## src/core/hsps_map.svh

```systemverilog
/*
 * Constants of the hot-swap power sequencer: register offsets, reset values,
 * delay tables in microseconds and timing counts.
 * Assumes the core clock runs at 250 MHz and is included by bare name.
 */
`ifndef HSPS_MAP_SVH
`define HSPS_MAP_SVH

// ----------------------------------------------------------------
// clock and timebase
// ----------------------------------------------------------------
`define HSPS_CLK_NS          4
`define HSPS_TICK_NS         1000
`define HSPS_TICK_CYCLES     (`HSPS_TICK_NS / `HSPS_CLK_NS)
`define HSPS_GLITCH_NS       100
`define HSPS_GLITCH_CYCLES   (`HSPS_GLITCH_NS / `HSPS_CLK_NS + 1)

// ----------------------------------------------------------------
// delay tables, microseconds
// ----------------------------------------------------------------
`define HSPS_SD0_US          23'd500
`define HSPS_SD1_US          23'd5000
`define HSPS_SD2_US          23'd80000
`define HSPS_SD3_US          23'd160000
`define HSPS_PGD0_US         23'd5000
`define HSPS_PGD1_US         23'd20000
`define HSPS_PGD2_US         23'd80000
`define HSPS_PGD3_US         23'd160000
`define HSPS_UVF1_US         23'd5000
`define HSPS_UVF2_US         23'd80000
`define HSPS_UVF3_US         23'd160000
`define HSPS_CBD0_US         23'd5
`define HSPS_CBD1_US         23'd50
`define HSPS_CBD2_US         23'd150
`define HSPS_CBD3_US         23'd400
`define HSPS_CYC1_US         23'd2500000
`define HSPS_CYC2_US         23'd5000000
`define HSPS_HOLDOFF_US      100000

// ----------------------------------------------------------------
// register map
// ----------------------------------------------------------------
`define HSPS_OFS_CFG         8'h00
`define HSPS_OFS_TRIP        8'h01
`define HSPS_OFS_CMD         8'h02
`define HSPS_OFS_STATUS      8'h03
`define HSPS_RST_CFG         8'h02
`define HSPS_RST_TRIP        8'h19
`define HSPS_RST_CMD         8'h01
`define HSPS_CMD_PWR_BIT     0
`define HSPS_CMD_CLR_BIT     1
`define HSPS_I2C_ADDR        7'h48

`endif

```

## src/core/hsps_pkg.sv

```systemverilog
/*
 * Types of the hot-swap power sequencer.
 * Assumes hsps_map.svh holds the numeric constants.
 */
`default_nettype none
package hsps_pkg;

	typedef enum logic [4:0] {
		ST_IDLE  = 5'h01,
		ST_START = 5'h02,
		ST_RAMP  = 5'h04,
		ST_ON    = 5'h08,
		ST_FAULT = 5'h10
	} hsps_state_type;

	typedef struct packed {
		logic [1:0] retry;
		logic [1:0] filt;
		logic [1:0] pgd;
		logic [1:0] startup;
	} hsps_cfg_type;

	typedef struct packed {
		logic [3:0] hyst;
		logic [1:0] fast;
		logic [1:0] cbd;
	} hsps_trip_type;

	typedef struct packed {
		logic creg;
		logic fs_n;
		logic fast;
		logic cs;
		logic gate_sat;
		logic drain_lo;
		logic en;
		logic ov;
		logic uv;
	} hsps_sense_type;

endpackage

`default_nettype wire

```

## src/core/hsps_sequencer.sv

```systemverilog
/*
 * Digital sequencing, fault logic and serial configuration target of a
 * hot-swap controller.
 * Assumes analog comparators drive the sense inputs asynchronously and
 * an external open-drain buffer resolves the serial data pin.
 */
// Decided for this implementation: the placing of the registers and the strobed register port.
// What this block does
// - startup delay before gate, default 80 ms
// - power-up only with supply inside limits
// - unfiltered supply fault drops gate, power-good
// - filter ignores short faults, latches long ones
// - supply filter off by default
// - undervolt hysteresis setting, default one step
// - gate on only while master enable high
// - power-good needs drain low and gate saturated
// - gate saturation result latched once seen
// - drain ignored during current regulation
// - power-good delay, default 5 ms
// - forced shutdown honoured after hold-off
// - breaker trips after filtered overcurrent
// - fast trip threshold selectable, no filter
// - fast trip drops gate within 200 ns
// - retry cycle 2.5 s, 5 s, or off
// - one bit per clock, data stable high
// - serial glitches to 100 ns rejected
// - fault latches off or retries
`timescale 1ns/1ps
`default_nettype none
`include "hsps_map.svh"

module hsps_sequencer
	import hsps_pkg::*;
#(
	parameter int          TICK_CYCLES = `HSPS_TICK_CYCLES,
	parameter int          HOLDOFF_US  = `HSPS_HOLDOFF_US,
	parameter logic [6:0]  DEV_ADDR    = `HSPS_I2C_ADDR
)
(
	input  wire logic       clk_in,
	input  wire logic       rst_in,
	input  wire logic       undervolt_in,
	input  wire logic       overvolt_in,
	input  wire logic       master_enable_in,
	input  wire logic       drain_low_in,
	input  wire logic       gate_sat_in,
	input  wire logic       current_sense_in,
	input  wire logic       fast_trip_in,
	input  wire logic       forced_shutdown_n_in,
	input  wire logic       cur_reg_active_in,
	input  wire logic       scl_in,
	input  wire logic       sda_in,
	input  wire logic [7:0] reg_addr_in,
	input  wire logic [7:0] reg_wdata_in,
	input  wire logic       reg_wr_in,
	input  wire logic       reg_rd_in,
	output logic      [7:0] reg_rdata_out,
	output logic            gate_drive_out,
	output logic            power_good_n_out,
	output logic      [3:0] uv_hyst_out,
	output logic      [1:0] fast_trip_threshold_out,
	output logic            sda_out,
	output logic            sda_oe_n_out
);

	// ----------------------------------------------------------------
	// delay tables
	// ----------------------------------------------------------------
	function automatic logic [22:0] startup_delay(input logic [1:0] s);
		case (s)
			2'd0:    return `HSPS_SD0_US;
			2'd1:    return `HSPS_SD1_US;
			2'd2:    return `HSPS_SD2_US;
			default: return `HSPS_SD3_US;
		endcase
	endfunction

	function automatic logic [22:0] power_good_delay(input logic [1:0] s);
		case (s)
			2'd0:    return `HSPS_PGD0_US;
			2'd1:    return `HSPS_PGD1_US;
			2'd2:    return `HSPS_PGD2_US;
			default: return `HSPS_PGD3_US;
		endcase
	endfunction

	function automatic logic [22:0] supply_filter_delay(input logic [1:0] s);
		case (s)
			2'd1:    return `HSPS_UVF1_US;
			2'd2:    return `HSPS_UVF2_US;
			default: return `HSPS_UVF3_US;
		endcase
	endfunction

	function automatic logic [22:0] breaker_filter_delay(input logic [1:0] s);
		case (s)
			2'd0:    return `HSPS_CBD0_US;
			2'd1:    return `HSPS_CBD1_US;
			2'd2:    return `HSPS_CBD2_US;
			default: return `HSPS_CBD3_US;
		endcase
	endfunction

	// retry code 3 is treated like off
	function automatic logic [22:0] retry_delay(input logic [1:0] s);
		return (s == 2'd1) ? `HSPS_CYC1_US : `HSPS_CYC2_US;
	endfunction

	// ----------------------------------------------------------------
	// input synchronisers and serial glitch filter
	// ----------------------------------------------------------------
	localparam int GLITCH = `HSPS_GLITCH_CYCLES;

	logic [10:0]    sync1_q;
	logic [10:0]    sync2_q;
	hsps_sense_type sen;
	logic [1:0]     flt_q;
	logic [1:0]     flt_prev_q;
	logic [4:0]     gcnt_q [2];

	assign sen = hsps_sense_type'(sync2_q[10:2]);

	always_ff @(posedge clk_in or posedge rst_in)
	begin
		if (rst_in)
		begin
			sync1_q <= 11'h207;
			sync2_q <= 11'h207;
		end
		else
		begin
			sync1_q <= {cur_reg_active_in, forced_shutdown_n_in, fast_trip_in, current_sense_in,
				gate_sat_in, drain_low_in, master_enable_in, overvolt_in, undervolt_in, sda_in, scl_in};
			sync2_q <= sync1_q;
		end
	end

	// a new serial level must hold past the glitch window before it counts
	always_ff @(posedge clk_in or posedge rst_in)
	begin
		if (rst_in)
		begin
			flt_q      <= 2'h3;
			flt_prev_q <= 2'h3;
			gcnt_q[0]  <= 5'h00;
			gcnt_q[1]  <= 5'h00;
		end
		else
		begin
			flt_prev_q <= flt_q;
			for (int i = 0; i < 2; i++)
			begin
				if (sync2_q[i] == flt_q[i])
					gcnt_q[i] <= 5'h00;
				else if (gcnt_q[i] == 5'(GLITCH - 1))
				begin
					flt_q[i]  <= sync2_q[i];
					gcnt_q[i] <= 5'h00;
				end
				else
					gcnt_q[i] <= gcnt_q[i] + 5'h01;
			end
		end
	end

	wire scl_rise = flt_q[0] & ~flt_prev_q[0];
	wire scl_fall = ~flt_q[0] & flt_prev_q[0];
	wire start_c  = flt_q[0] & flt_prev_q[0] & ~flt_q[1] & flt_prev_q[1];
	wire stop_c   = flt_q[0] & flt_prev_q[0] & flt_q[1] & ~flt_prev_q[1];

	// ----------------------------------------------------------------
	// configuration storage
	// ----------------------------------------------------------------
	hsps_cfg_type  cfg_q;
	hsps_trip_type trip_q;
	logic          pwr_en_q;
	logic          clr_q;
	logic [3:0]    cause_q;
	logic          i2c_we;
	logic [7:0]    i2c_ptr_q;
	logic [7:0]    i2c_shift_q;
	logic [7:0]    rd_mux_i2c;
	logic [7:0]    rd_mux_bus;
	hsps_state_type st_q;
	hsps_state_type st_d;
	logic          sat_q;

	// the parallel port wins when both sides write in one cycle
	wire       we    = reg_wr_in | i2c_we;
	wire [7:0] waddr = reg_wr_in ? reg_addr_in : i2c_ptr_q;
	wire [7:0] wdata = reg_wr_in ? reg_wdata_in : i2c_shift_q;
	wire [7:0] status_v = {cause_q, sat_q, st_q == ST_FAULT, st_q == ST_ON, gate_drive_out};

	function automatic logic [7:0] reg_read(input logic [7:0] a, input logic [7:0] cfg,
		input logic [7:0] trp, input logic pwr, input logic [7:0] sts);
		case (a)
			`HSPS_OFS_CFG:    return cfg;
			`HSPS_OFS_TRIP:   return trp;
			`HSPS_OFS_CMD:    return {7'h00, pwr};
			`HSPS_OFS_STATUS: return sts;
			default:          return 8'h00;
		endcase
	endfunction

	assign rd_mux_bus = reg_read(reg_addr_in, cfg_q, trip_q, pwr_en_q, status_v);
	assign rd_mux_i2c = reg_read(i2c_ptr_q, cfg_q, trip_q, pwr_en_q, status_v);

	// writes land at once, so the host's write-cycle wait is always met
	always_ff @(posedge clk_in or posedge rst_in)
	begin
		if (rst_in)
		begin
			cfg_q    <= `HSPS_RST_CFG;
			trip_q   <= `HSPS_RST_TRIP;
			pwr_en_q <= 1'b1;
			clr_q    <= 1'b0;
		end
		else
		begin
			clr_q <= we & (waddr == `HSPS_OFS_CMD) & wdata[`HSPS_CMD_CLR_BIT];
			if (we && waddr == `HSPS_OFS_CFG)
				cfg_q <= hsps_cfg_type'(wdata);
			if (we && waddr == `HSPS_OFS_TRIP)
				trip_q <= hsps_trip_type'(wdata);
			if (we && waddr == `HSPS_OFS_CMD)
				pwr_en_q <= wdata[`HSPS_CMD_PWR_BIT];
		end
	end

	always_ff @(posedge clk_in or posedge rst_in)
	begin
		if (rst_in)
		begin
			reg_rdata_out           <= 8'h00;
			uv_hyst_out             <= 4'h1;
			fast_trip_threshold_out <= 2'h2;
		end
		else
		begin
			reg_rdata_out           <= reg_rd_in ? rd_mux_bus : 8'h00;
			uv_hyst_out             <= trip_q.hyst;
			fast_trip_threshold_out <= trip_q.fast;
		end
	end

	// ----------------------------------------------------------------
	// serial configuration target
	// ----------------------------------------------------------------
	localparam logic [1:0] PH_ADDR = 2'd0;
	localparam logic [1:0] PH_PTR  = 2'd1;
	localparam logic [1:0] PH_WR   = 2'd2;
	localparam logic [1:0] PH_RD   = 2'd3;

	logic       i2c_act_q;
	logic [3:0] bit_q;
	logic [1:0] phase_q;
	logic [7:0] tx_q;
	logic       mnack_q;
	logic       sda_lvl_q;

	assign i2c_we = i2c_act_q & scl_fall & (bit_q == 4'd8) & (phase_q == PH_WR);

	// everything moves on filtered edges only, so any clock rate down to static works
	always_ff @(posedge clk_in or posedge rst_in)
	begin
		if (rst_in)
		begin
			i2c_act_q    <= 1'b0;
			bit_q        <= 4'd0;
			phase_q      <= PH_ADDR;
			i2c_shift_q  <= 8'h00;
			i2c_ptr_q    <= 8'h00;
			tx_q         <= 8'h00;
			mnack_q      <= 1'b0;
			sda_oe_n_out <= 1'b1;
		end
		else if (start_c)
		begin
			i2c_act_q    <= 1'b1;
			bit_q        <= 4'd0;
			phase_q      <= PH_ADDR;
			sda_oe_n_out <= 1'b1;
		end
		else if (stop_c)
		begin
			i2c_act_q    <= 1'b0;
			sda_oe_n_out <= 1'b1;
		end
		else if (i2c_act_q && scl_rise)
		begin
			if (bit_q < 4'd8)
				i2c_shift_q <= {i2c_shift_q[6:0], flt_q[1]};
			else
				mnack_q <= flt_q[1];
			bit_q <= bit_q + 4'd1;
		end
		else if (i2c_act_q && scl_fall)
		begin
			if (bit_q == 4'd8)
			begin
				sda_oe_n_out <= 1'b0;
				case (phase_q)
					PH_ADDR:
					begin
						if (i2c_shift_q[7:1] != DEV_ADDR)
						begin
							i2c_act_q    <= 1'b0;
							sda_oe_n_out <= 1'b1;
						end
						else
							phase_q <= i2c_shift_q[0] ? PH_RD : PH_PTR;
					end
					PH_PTR:
					begin
						i2c_ptr_q <= i2c_shift_q;
						phase_q   <= PH_WR;
					end
					PH_WR:
						i2c_ptr_q <= i2c_ptr_q + 8'h01;
					default:
						sda_oe_n_out <= 1'b1;
				endcase
			end
			else if (bit_q == 4'd9)
			begin
				bit_q <= 4'd0;
				if (phase_q == PH_RD && !mnack_q)
				begin
					tx_q         <= {rd_mux_i2c[6:0], 1'b0};
					sda_oe_n_out <= rd_mux_i2c[7];
					i2c_ptr_q    <= i2c_ptr_q + 8'h01;
				end
				else
				begin
					sda_oe_n_out <= 1'b1;
					if (phase_q == PH_RD)
						i2c_act_q <= 1'b0;
				end
			end
			else if (phase_q == PH_RD)
			begin
				sda_oe_n_out <= tx_q[7];
				tx_q         <= {tx_q[6:0], 1'b0};
			end
		end
	end

	assign sda_out = sda_lvl_q;

	// ----------------------------------------------------------------
	// timebase and delay counters
	// ----------------------------------------------------------------
	logic [15:0] tick_cnt_q;
	logic [22:0] tmr_q;
	logic [22:0] uvf_q;
	logic [22:0] cb_q;
	logic [22:0] hold_q;

	wire tick      = (tick_cnt_q == 16'(TICK_CYCLES - 1));
	wire supply_ok = sen.uv & ~sen.ov;
	wire run_ok    = sen.en & pwr_en_q;
	wire powered   = (st_q == ST_RAMP) | (st_q == ST_ON);
	wire pg_cond   = sat_q & (sen.drain_lo | sen.creg);
	wire ft_trip   = sen.fast & (trip_q.fast != 2'd0);
	wire cb_trip   = cb_q >= breaker_filter_delay(trip_q.cbd);
	wire uv_fault  = ~supply_ok & ((cfg_q.filt == 2'd0) | (uvf_q >= supply_filter_delay(cfg_q.filt)));
	wire fs_fault  = (hold_q >= 23'(HOLDOFF_US)) & ~sen.fs_n;
	wire any_fault = ft_trip | cb_trip | uv_fault | fs_fault | ((st_q == ST_ON) & ~pg_cond);
	wire tmr_clr   = (st_d != st_q) | ((st_q == ST_RAMP) & ~pg_cond);

	always_ff @(posedge clk_in or posedge rst_in)
	begin
		if (rst_in)
		begin
			tick_cnt_q <= 16'h0000;
			tmr_q      <= 23'h000000;
			uvf_q      <= 23'h000000;
			cb_q       <= 23'h000000;
			hold_q     <= 23'h000000;
		end
		else
		begin
			tick_cnt_q <= tick ? 16'h0000 : tick_cnt_q + 16'h0001;
			if (tmr_clr)
				tmr_q <= 23'h000000;
			else if (tick && tmr_q != 23'h7fffff)
				tmr_q <= tmr_q + 23'h000001;
			if (supply_ok || !powered)
				uvf_q <= 23'h000000;
			else if (tick && uvf_q != 23'h7fffff)
				uvf_q <= uvf_q + 23'h000001;
			if (!sen.cs || !powered)
				cb_q <= 23'h000000;
			else if (tick && cb_q != 23'h7fffff)
				cb_q <= cb_q + 23'h000001;
			if (!powered)
				hold_q <= 23'h000000;
			else if (tick && hold_q != 23'(HOLDOFF_US))
				hold_q <= hold_q + 23'h000001;
		end
	end

	// ----------------------------------------------------------------
	// power sequence
	// ----------------------------------------------------------------
	always_comb
	begin
		st_d = st_q;
		case (st_q)
			ST_IDLE:
				if (run_ok && supply_ok)
					st_d = ST_START;
			ST_START:
				if (!run_ok || !supply_ok)
					st_d = ST_IDLE;
				else if (tmr_q >= startup_delay(cfg_q.startup))
					st_d = ST_RAMP;
			ST_RAMP, ST_ON:
				if (!run_ok)
					st_d = ST_IDLE;
				else if (any_fault)
					st_d = ST_FAULT;
				else if (st_q == ST_RAMP && pg_cond && tmr_q >= power_good_delay(cfg_q.pgd))
					st_d = ST_ON;
			ST_FAULT:
				if (clr_q)
					st_d = ST_IDLE;
				else if (cfg_q.retry != 2'd0 && cfg_q.retry != 2'd3
					&& tmr_q >= retry_delay(cfg_q.retry))
					st_d = ST_IDLE;
			default:
				st_d = ST_IDLE;
		endcase
	end

	// outputs follow the next state, so a fault drops them on the same edge
	always_ff @(posedge clk_in or posedge rst_in)
	begin
		if (rst_in)
		begin
			st_q             <= ST_IDLE;
			gate_drive_out   <= 1'b0;
			power_good_n_out <= 1'b1;
			sat_q            <= 1'b0;
			cause_q          <= 4'h0;
		end
		else
		begin
			st_q             <= st_d;
			gate_drive_out   <= (st_d == ST_RAMP) | (st_d == ST_ON);
			power_good_n_out <= ~(st_d == ST_ON);
			if (!powered)
				sat_q <= 1'b0;
			else if (sen.gate_sat)
				sat_q <= 1'b1;
			if (st_d == ST_FAULT && st_q != ST_FAULT)
				cause_q <= {fs_fault, ft_trip, cb_trip, uv_fault};
		end
	end

	always_ff @(posedge clk_in or posedge rst_in)
	begin
		if (rst_in)
			sda_lvl_q <= 1'b0;
		else
			sda_lvl_q <= 1'b0;
	end

endmodule // hsps_sequencer

`default_nettype wire

```

## config.mk

```make
export PLATFORM = sky130hd
export DESIGN_NAME = hsps_sequencer
export DESIGN_NICKNAME = d
export VERILOG_FILES = /design/src/core/hsps_pkg.sv /design/src/core/hsps_sequencer.sv
export VERILOG_INCLUDE_DIRS = /design/src /design/src/core
export SDC_FILE = /design/constraint.sdc
export NUM_CORES = 1
export LEC_CHECK = 0
export BUFFER_PORTS_ARGS = -buffer_cell sky130_fd_sc_hd__buf_4
export CORE_ASPECT_RATIO = 0.5
export CORE_MARGIN = 3
export CORE_UTILIZATION = 55
export DETAILED_ROUTE_END_ITERATION = 6
export GPL_TIMING_DRIVEN = 0
export HOLD_SLACK_MARGIN = 0.02
export PLACE_DENSITY = 0.72
export SKIP_LAST_GASP = 1
export SLEW_MARGIN = 10
export SYNTH_ARGS = -nofsm -noshare
export SYNTH_HDL_FRONTEND = slang
export SYNTH_SLANG_ARGS = --single-unit
```

## constraint.sdc

```tcl
create_clock -name clk_in -period 18.2 [get_ports clk_in]
set_input_delay 3.64 -clock clk_in [delete_from_list [all_inputs] [get_ports clk_in]]
set_output_delay 3.64 -clock clk_in [all_outputs]
set_load 0.1 [all_outputs]
```

Word level (Yosys, flattened, before mapping)
Cells that the tools add are included.
Widths: inputs -> output; s select.
Word-level totals
  RAM bits: 0
  memory bits (read-only): 0
  memories: 0
  word-level logic and storage cells: 295
  register bits: 221
  latch bits: 0
Cells by class
  mux-type cells: 80
  bitwise logic cells: 46
  shifts and indexed selects: 0
  reductions and logical operators: 61
  $lt $le $gt $ge: 7
  eq/ne operators: 55
  multiply operators: 0
  $add $sub $neg: 9
  divide/modulo/power cells: 0
Operators with widths (number)
  $mux 23: 14
  $ge 23x23->1: 5
  $pmux 18 s3: 2
  $add 23x1->23 const B: 4
  $mux 8: 9
  $ne 23x23->1 const B: 3
  $pmux 8 s4: 2
  $mux 5: 12
  $eq 8x2->1 const B: 5
  $pmux 18 s2: 1
  $pmux 9 s3: 1
  $eq 8x1->1 const B: 3
  $logic_not 8->1: 3
  $mux 4: 6
  $ge 23x17->1 const B: 1
  $ne 23x17->1 const B: 1
  $mux 1: 21
  $reduce_and 7->1: 3
  $and 1x1->1: 20
  $eq 5x5->1 const B: 4
  $pmux 5 s4: 1
  $reduce_bool 2->1: 10
  $add 16x1->16 const B: 1
  $eq 16x8->1 const B: 1
  other kinds (41): 125

Logic depth before layout (Yosys ltp)
  depth after elaboration: 20
  gate-level depth with buffers: 12

Least setup slack after synthesis
OpenSTA, ideal clock, no wires.
  kind: input to register
  from: input port reg_addr_in[5]
  to: register trip_q[2] (netlist name)
  setup slack: 12.949 ns
  arrival: 5.126 ns
  setup time: 0.125 ns
  cell stages on the path: 6
  buffers on the path: 0
  cells stage by stage: or4_1 > nor3_1 > nand2_1 > o31ai_1 > o21ai_1 > mux2_2
Between the ends
  longest elaborated chain between the ends: 3
Ends and longest elaborated chain
  start: declaration: line hsps_sequencer.sv:53  | input wire logic [7:0] reg_addr_in,
  $mux 8: line hsps_sequencer.sv:190  | wire [7:0] waddr = reg_wr_in ? reg_addr_in : i2c_ptr_q;
  $eq 8x1->1 (no line)
  $logic_and 1x1->1 (no line)
  end signal: assignment: line hsps_sequencer.sv:214  | trip_q <= `HSPS_RST_TRIP;
  end signal: assignment: line hsps_sequencer.sv:224  | trip_q <= hsps_trip_type'(wdata);
  end: declaration: line hsps_sequencer.sv:175  | hsps_trip_type trip_q;
No other way between the ends.
A chain may end at the register's enable or synchronous reset.

Worst setup path after layout
  from: input port reg_addr_in[5]
  to: register cfg_q[4] (netlist name)
Between the ends
  longest elaborated chain between the ends: 3
Ends and longest elaborated chain
  $mux 8: line hsps_sequencer.sv:190
  $logic_not 8->1 (no line)
  $logic_and 1x1->1 (no line)
  end signal: assignment: line hsps_sequencer.sv:213  | cfg_q <= `HSPS_RST_CFG;
  end signal: assignment: line hsps_sequencer.sv:222  | cfg_q <= hsps_cfg_type'(wdata);
  end: declaration: line hsps_sequencer.sv:174  | hsps_cfg_type cfg_q;
No other way between the ends.

==> reports/qor.yml <==
run_status:
  status: "complete, no violations"
sta:
  final.period_utilization_pct: 28.9
  slew_headroom_pct: 28.0
  tightestPinTransition_ns: 1.07
  setup_viol: 0
  fin_worst_skew_ns: 0.0137
  hold_violations: 0
  fin_hold_ws_ns: 0.348
  period_needed_ns: 5.27
  setup_tns_ns: 0
  setup_ws_ns: 12.93
  rsz0062_at_grt: "false"
  slew_viol_final: 0
  max_clock_freq_mhz: 190
worst_setup_path:
  cp.depth: 8
  crit_required_ns: 18.58
  critical_path_peak_fanout: 10
  critPathTopFamily: "simple AND/OR/NAND/NOR gates"
  critPathArrivalTime_ns: 5.64
  max_stage_delay_ns: 0.51
  reg2reg_to: "tmr_q[8]"
  r2r-start: "cfg_q[4]"
  critPathSlowestCell: "or4_1"
  crit_chain: "buf_4, or4_1, nor3_1, nand2_1, o31ai_1, o21a_1, clkbuf_1, o21ai_0"
  worstSetupStartpointType: "input pin"
  crit_type: "input pin to flip-flop"
  ff2ff_path_depth: 11
  critPathCaptureType: "flip-flop"
  critPathLaunch: "reg_addr_in[5]"
  cp_num_buf_inv: 2
  r2r_slack_ns: 14.86
logic_synthesis:
  ys_types: 77
  synthesis.area_um2: 12600
  ys_seq_area_share_pct: 43.9
  synth_warnings: 0
  synth_area_per_cell_um2: 9.67
  synthFlopType: "dfrtp_1"
  syn_inst: 1303
  synth_area_leaders: "dfrtp_1 (39%), ha_1 (9.0%), nor2_1 (4.6%)"
  synth_edf_count: 0
  synth_top_cell_area_share_pct: 39.3
  async_flop_share_pct: 100
  yosys.area.top_type: "dfrtp_1"
  ys_ff_latch: 220
  syn_nets: 1425
clocking:
  cts.reportedPaths.clkPinSlew_ns: 0.07
  tritoncts: "built"
  cts-buffers-inserted: 21
  numClockSinks: 220
  cts_setup_buffers: 0
  cts_root_buf: "clkbuf_16"
  clock_latency_ns: 0.52
  htreeDepth: 1
  ctsResizeCount: 0
  cts_buffer_depth: 3
  ctsHoldBuffers: 0
detailed_routing:
  routed_wl_um: 28300
  first_iter_violations: 891
  antenna_left: 0
  vias_per_cell: 5.90
  drt_drc_violations_left: 0
  vias: 9967
  firstDrtPassIters: 5
  wire_per_inst_um: 16.8
die:
  start_util_pct: 57.1
  dieArea_um2: 24900
  row_count: 38
  ios: 49
  core_area_um2: 22100
  die_h_um: 113
  die_w_um: 220
finish:
  final_net_count: 1496
  final_core_util_pct: 63.8
  fillers: 1808
  syn_to_final_growth_pct: 11.7
  diodes: 0
  drive_gt1_share_pct: 13.3
grt:
  grt_start_max_net_pins: 122
  grt_usage_pct: 23.4
  grt_pass1_wl_um: 48100
  first_global_vias: 9725
  gr-total-overflow: 0
  antenna_found_initial: 1
power_and_ir_drop:
  leakage_nw: 6.30
  vdd_ir_drop_max_mv: 0.0466
  p_per_area_nw_per_um2: 74.2
placement:
  portBuffers: 47
  dp_slack_ns: 12.43
  place.gp.congestion: 0.887
  hpwl_um: 20600
min_path:
  hold_path_depth: 0
  holdPathEnd: "sync2_q[5]"
  hold_path.class: "flip-flop to flip-flop"
  min_from: "sync1_q[5]"
flow_run:
  drv_cap: 0
## layout by cell type, fill, tap and decap left out, types with 10 or more instances in the layout
cell       netlist  layout
mux2_2          30      30
and4_1          13      13
nor2_1         155     155
a21oi_1         62      62
xnor2_1         51      51
xor2_1          54      54
dfstp_2         22      22
or3_1           14      14
nand3_1         55      55
clkbuf_16        0      21
ha_1            91      91
inv_1           59      58
clkbuf_1        32      35
nor3_1          33      33
nor3_2          20      20
o21ai_0         40      40
nand2_1        129     129
a211oi_1        10      10
dfrtp_1        198     198
nor4_1          14      14
buf_4            2      49
and3_1          22      22
nand4_1         36      36
## Yosys cell counts, types with 7 or more instances
cell type and instances:
and4_1 13, or3_1 14, nor4_1 14, dfstp_2 22
clkbuf_1 32, nand3_1 55, ha_1 91, buf_2 7
o21ai_0 40, nor2_1 155, a21oi_1 62, nor3_1 33
nand2b_1 9, nand2_1 129, nand4_1 36, a211oi_1 10
and3_1 22, xor2_1 54, mux2_2 30, dfrtp_1 198
inv_1 59, mux2i_1 9, xnor2_1 51, and2_1 7
nor3_2 20, nand4b_1 7, and3b_1 9
## worst max path at each step
stage,endpoint
4_1_cts,cfg_q[4]
5_1_grt,cfg_q[1]
2_1_floorplan,bit_q[0]
6_report,cfg_q[4]
3_5_place_dp,cfg_q[4]
3_3_place_gp,tmr_q[7]
## worst reg2reg max path, stage by stage, from the launching register on
cell and delay, ns:
dfrtp_1 0.45, inv_1 0.11, ha_1 0.37, ha_1 0.32
and4_1 0.21, and4b_1 0.19, o21ai_1 0.15, nand2_1 0.15
nor4_1 0.49, a21boi_1 0.32, buf_2 0.31, nor3_2 0.19
## where the power goes
group / total [mW] / leakage [nW] / switching [mW] / internal, mW
clock network: 0.460 / 0.350 / 0.194 / 0.266
logic: 0.0785 / 3.03 / 0.0482 / 0.0303
registers: 0.505 / 2.92 / 0.00738 / 0.498
total: 1.04 / 6.30 / 0.250 / 0.794
## routing by layer
layer | vias up | track usage (%) | wire length, um
met3 | 64 | 4.27 | 1680
met4 | 0 | 5.23 | 692
met2 | 276 | 37.6 | 13000
met1 | 4883 | 33.3 | 13000
li1 | 4744 | - | -
met5 | - | 0 | 0
## logic make-up (layout without fill, tap and decap cells)
group / Yosys count / in the layout / share of synthesized area (%)
AND/OR/NAND/NOR: 563 / 563 / 23.5
AO/OA/AOI/OAI: 181 / 181 / 9.37
buffers and inverters: 102 / 187 / 3.29
adder cells (fa/ha/maj): 91 / 91 / 9.04
XOR/XNOR: 105 / 105 / 7.30
flip-flops: 220 / 220 / 43.9
other: 1 / 1 / 0.0298
multiplexers: 40 / 40 / 3.58
## per-stage QoR
| step | instances | area [um^2] | total power, mW |
|---|---|---|---|
| 2_1_floorplan | 1303 | 12600 | 0.566 |
| 5_1_grt | 1688 | 14100 | 1.09 |
| 4_1_cts | 1688 | 14100 | 1.05 |
| 6_report | 1688 | 14100 | 1.04 |
| 3_3_place_gp | 1650 | 13300 | 0.587 |
| 3_5_place_dp | 1651 | 13400 | 0.593 |
## state kept, by name (all words and copies together), names as in the netlist, 5 cells and up
name           cells
cb_q              23
hold_q            23
tmr_q             23
uvf_q             23
tick_cnt_q        16
sync1_q           11
sync2_q           11
gcnt_q            10
cfg_q              8
i2c_ptr_q          8
i2c_shift_q        8
reg_rdata_out      8
trip_q             8
tx_q               7
st_q               5
## final cells by class
type | count | area, um^2 | area share [%]
inverter | 59 | 229 | 1.63
tap | 300 | 375 | 2.67
multi-input combinational | 981 | 6650 | 47.2
sequential | 220 | 5530 | 39.3
clock inverter | 7 | 95.1 | 0.676
clock buffer | 30 | 619 | 4.40
timing repair buffer | 48 | 380 | 2.70
buffer | 43 | 193 | 1.37
Power figures use the tool's default switching activity.
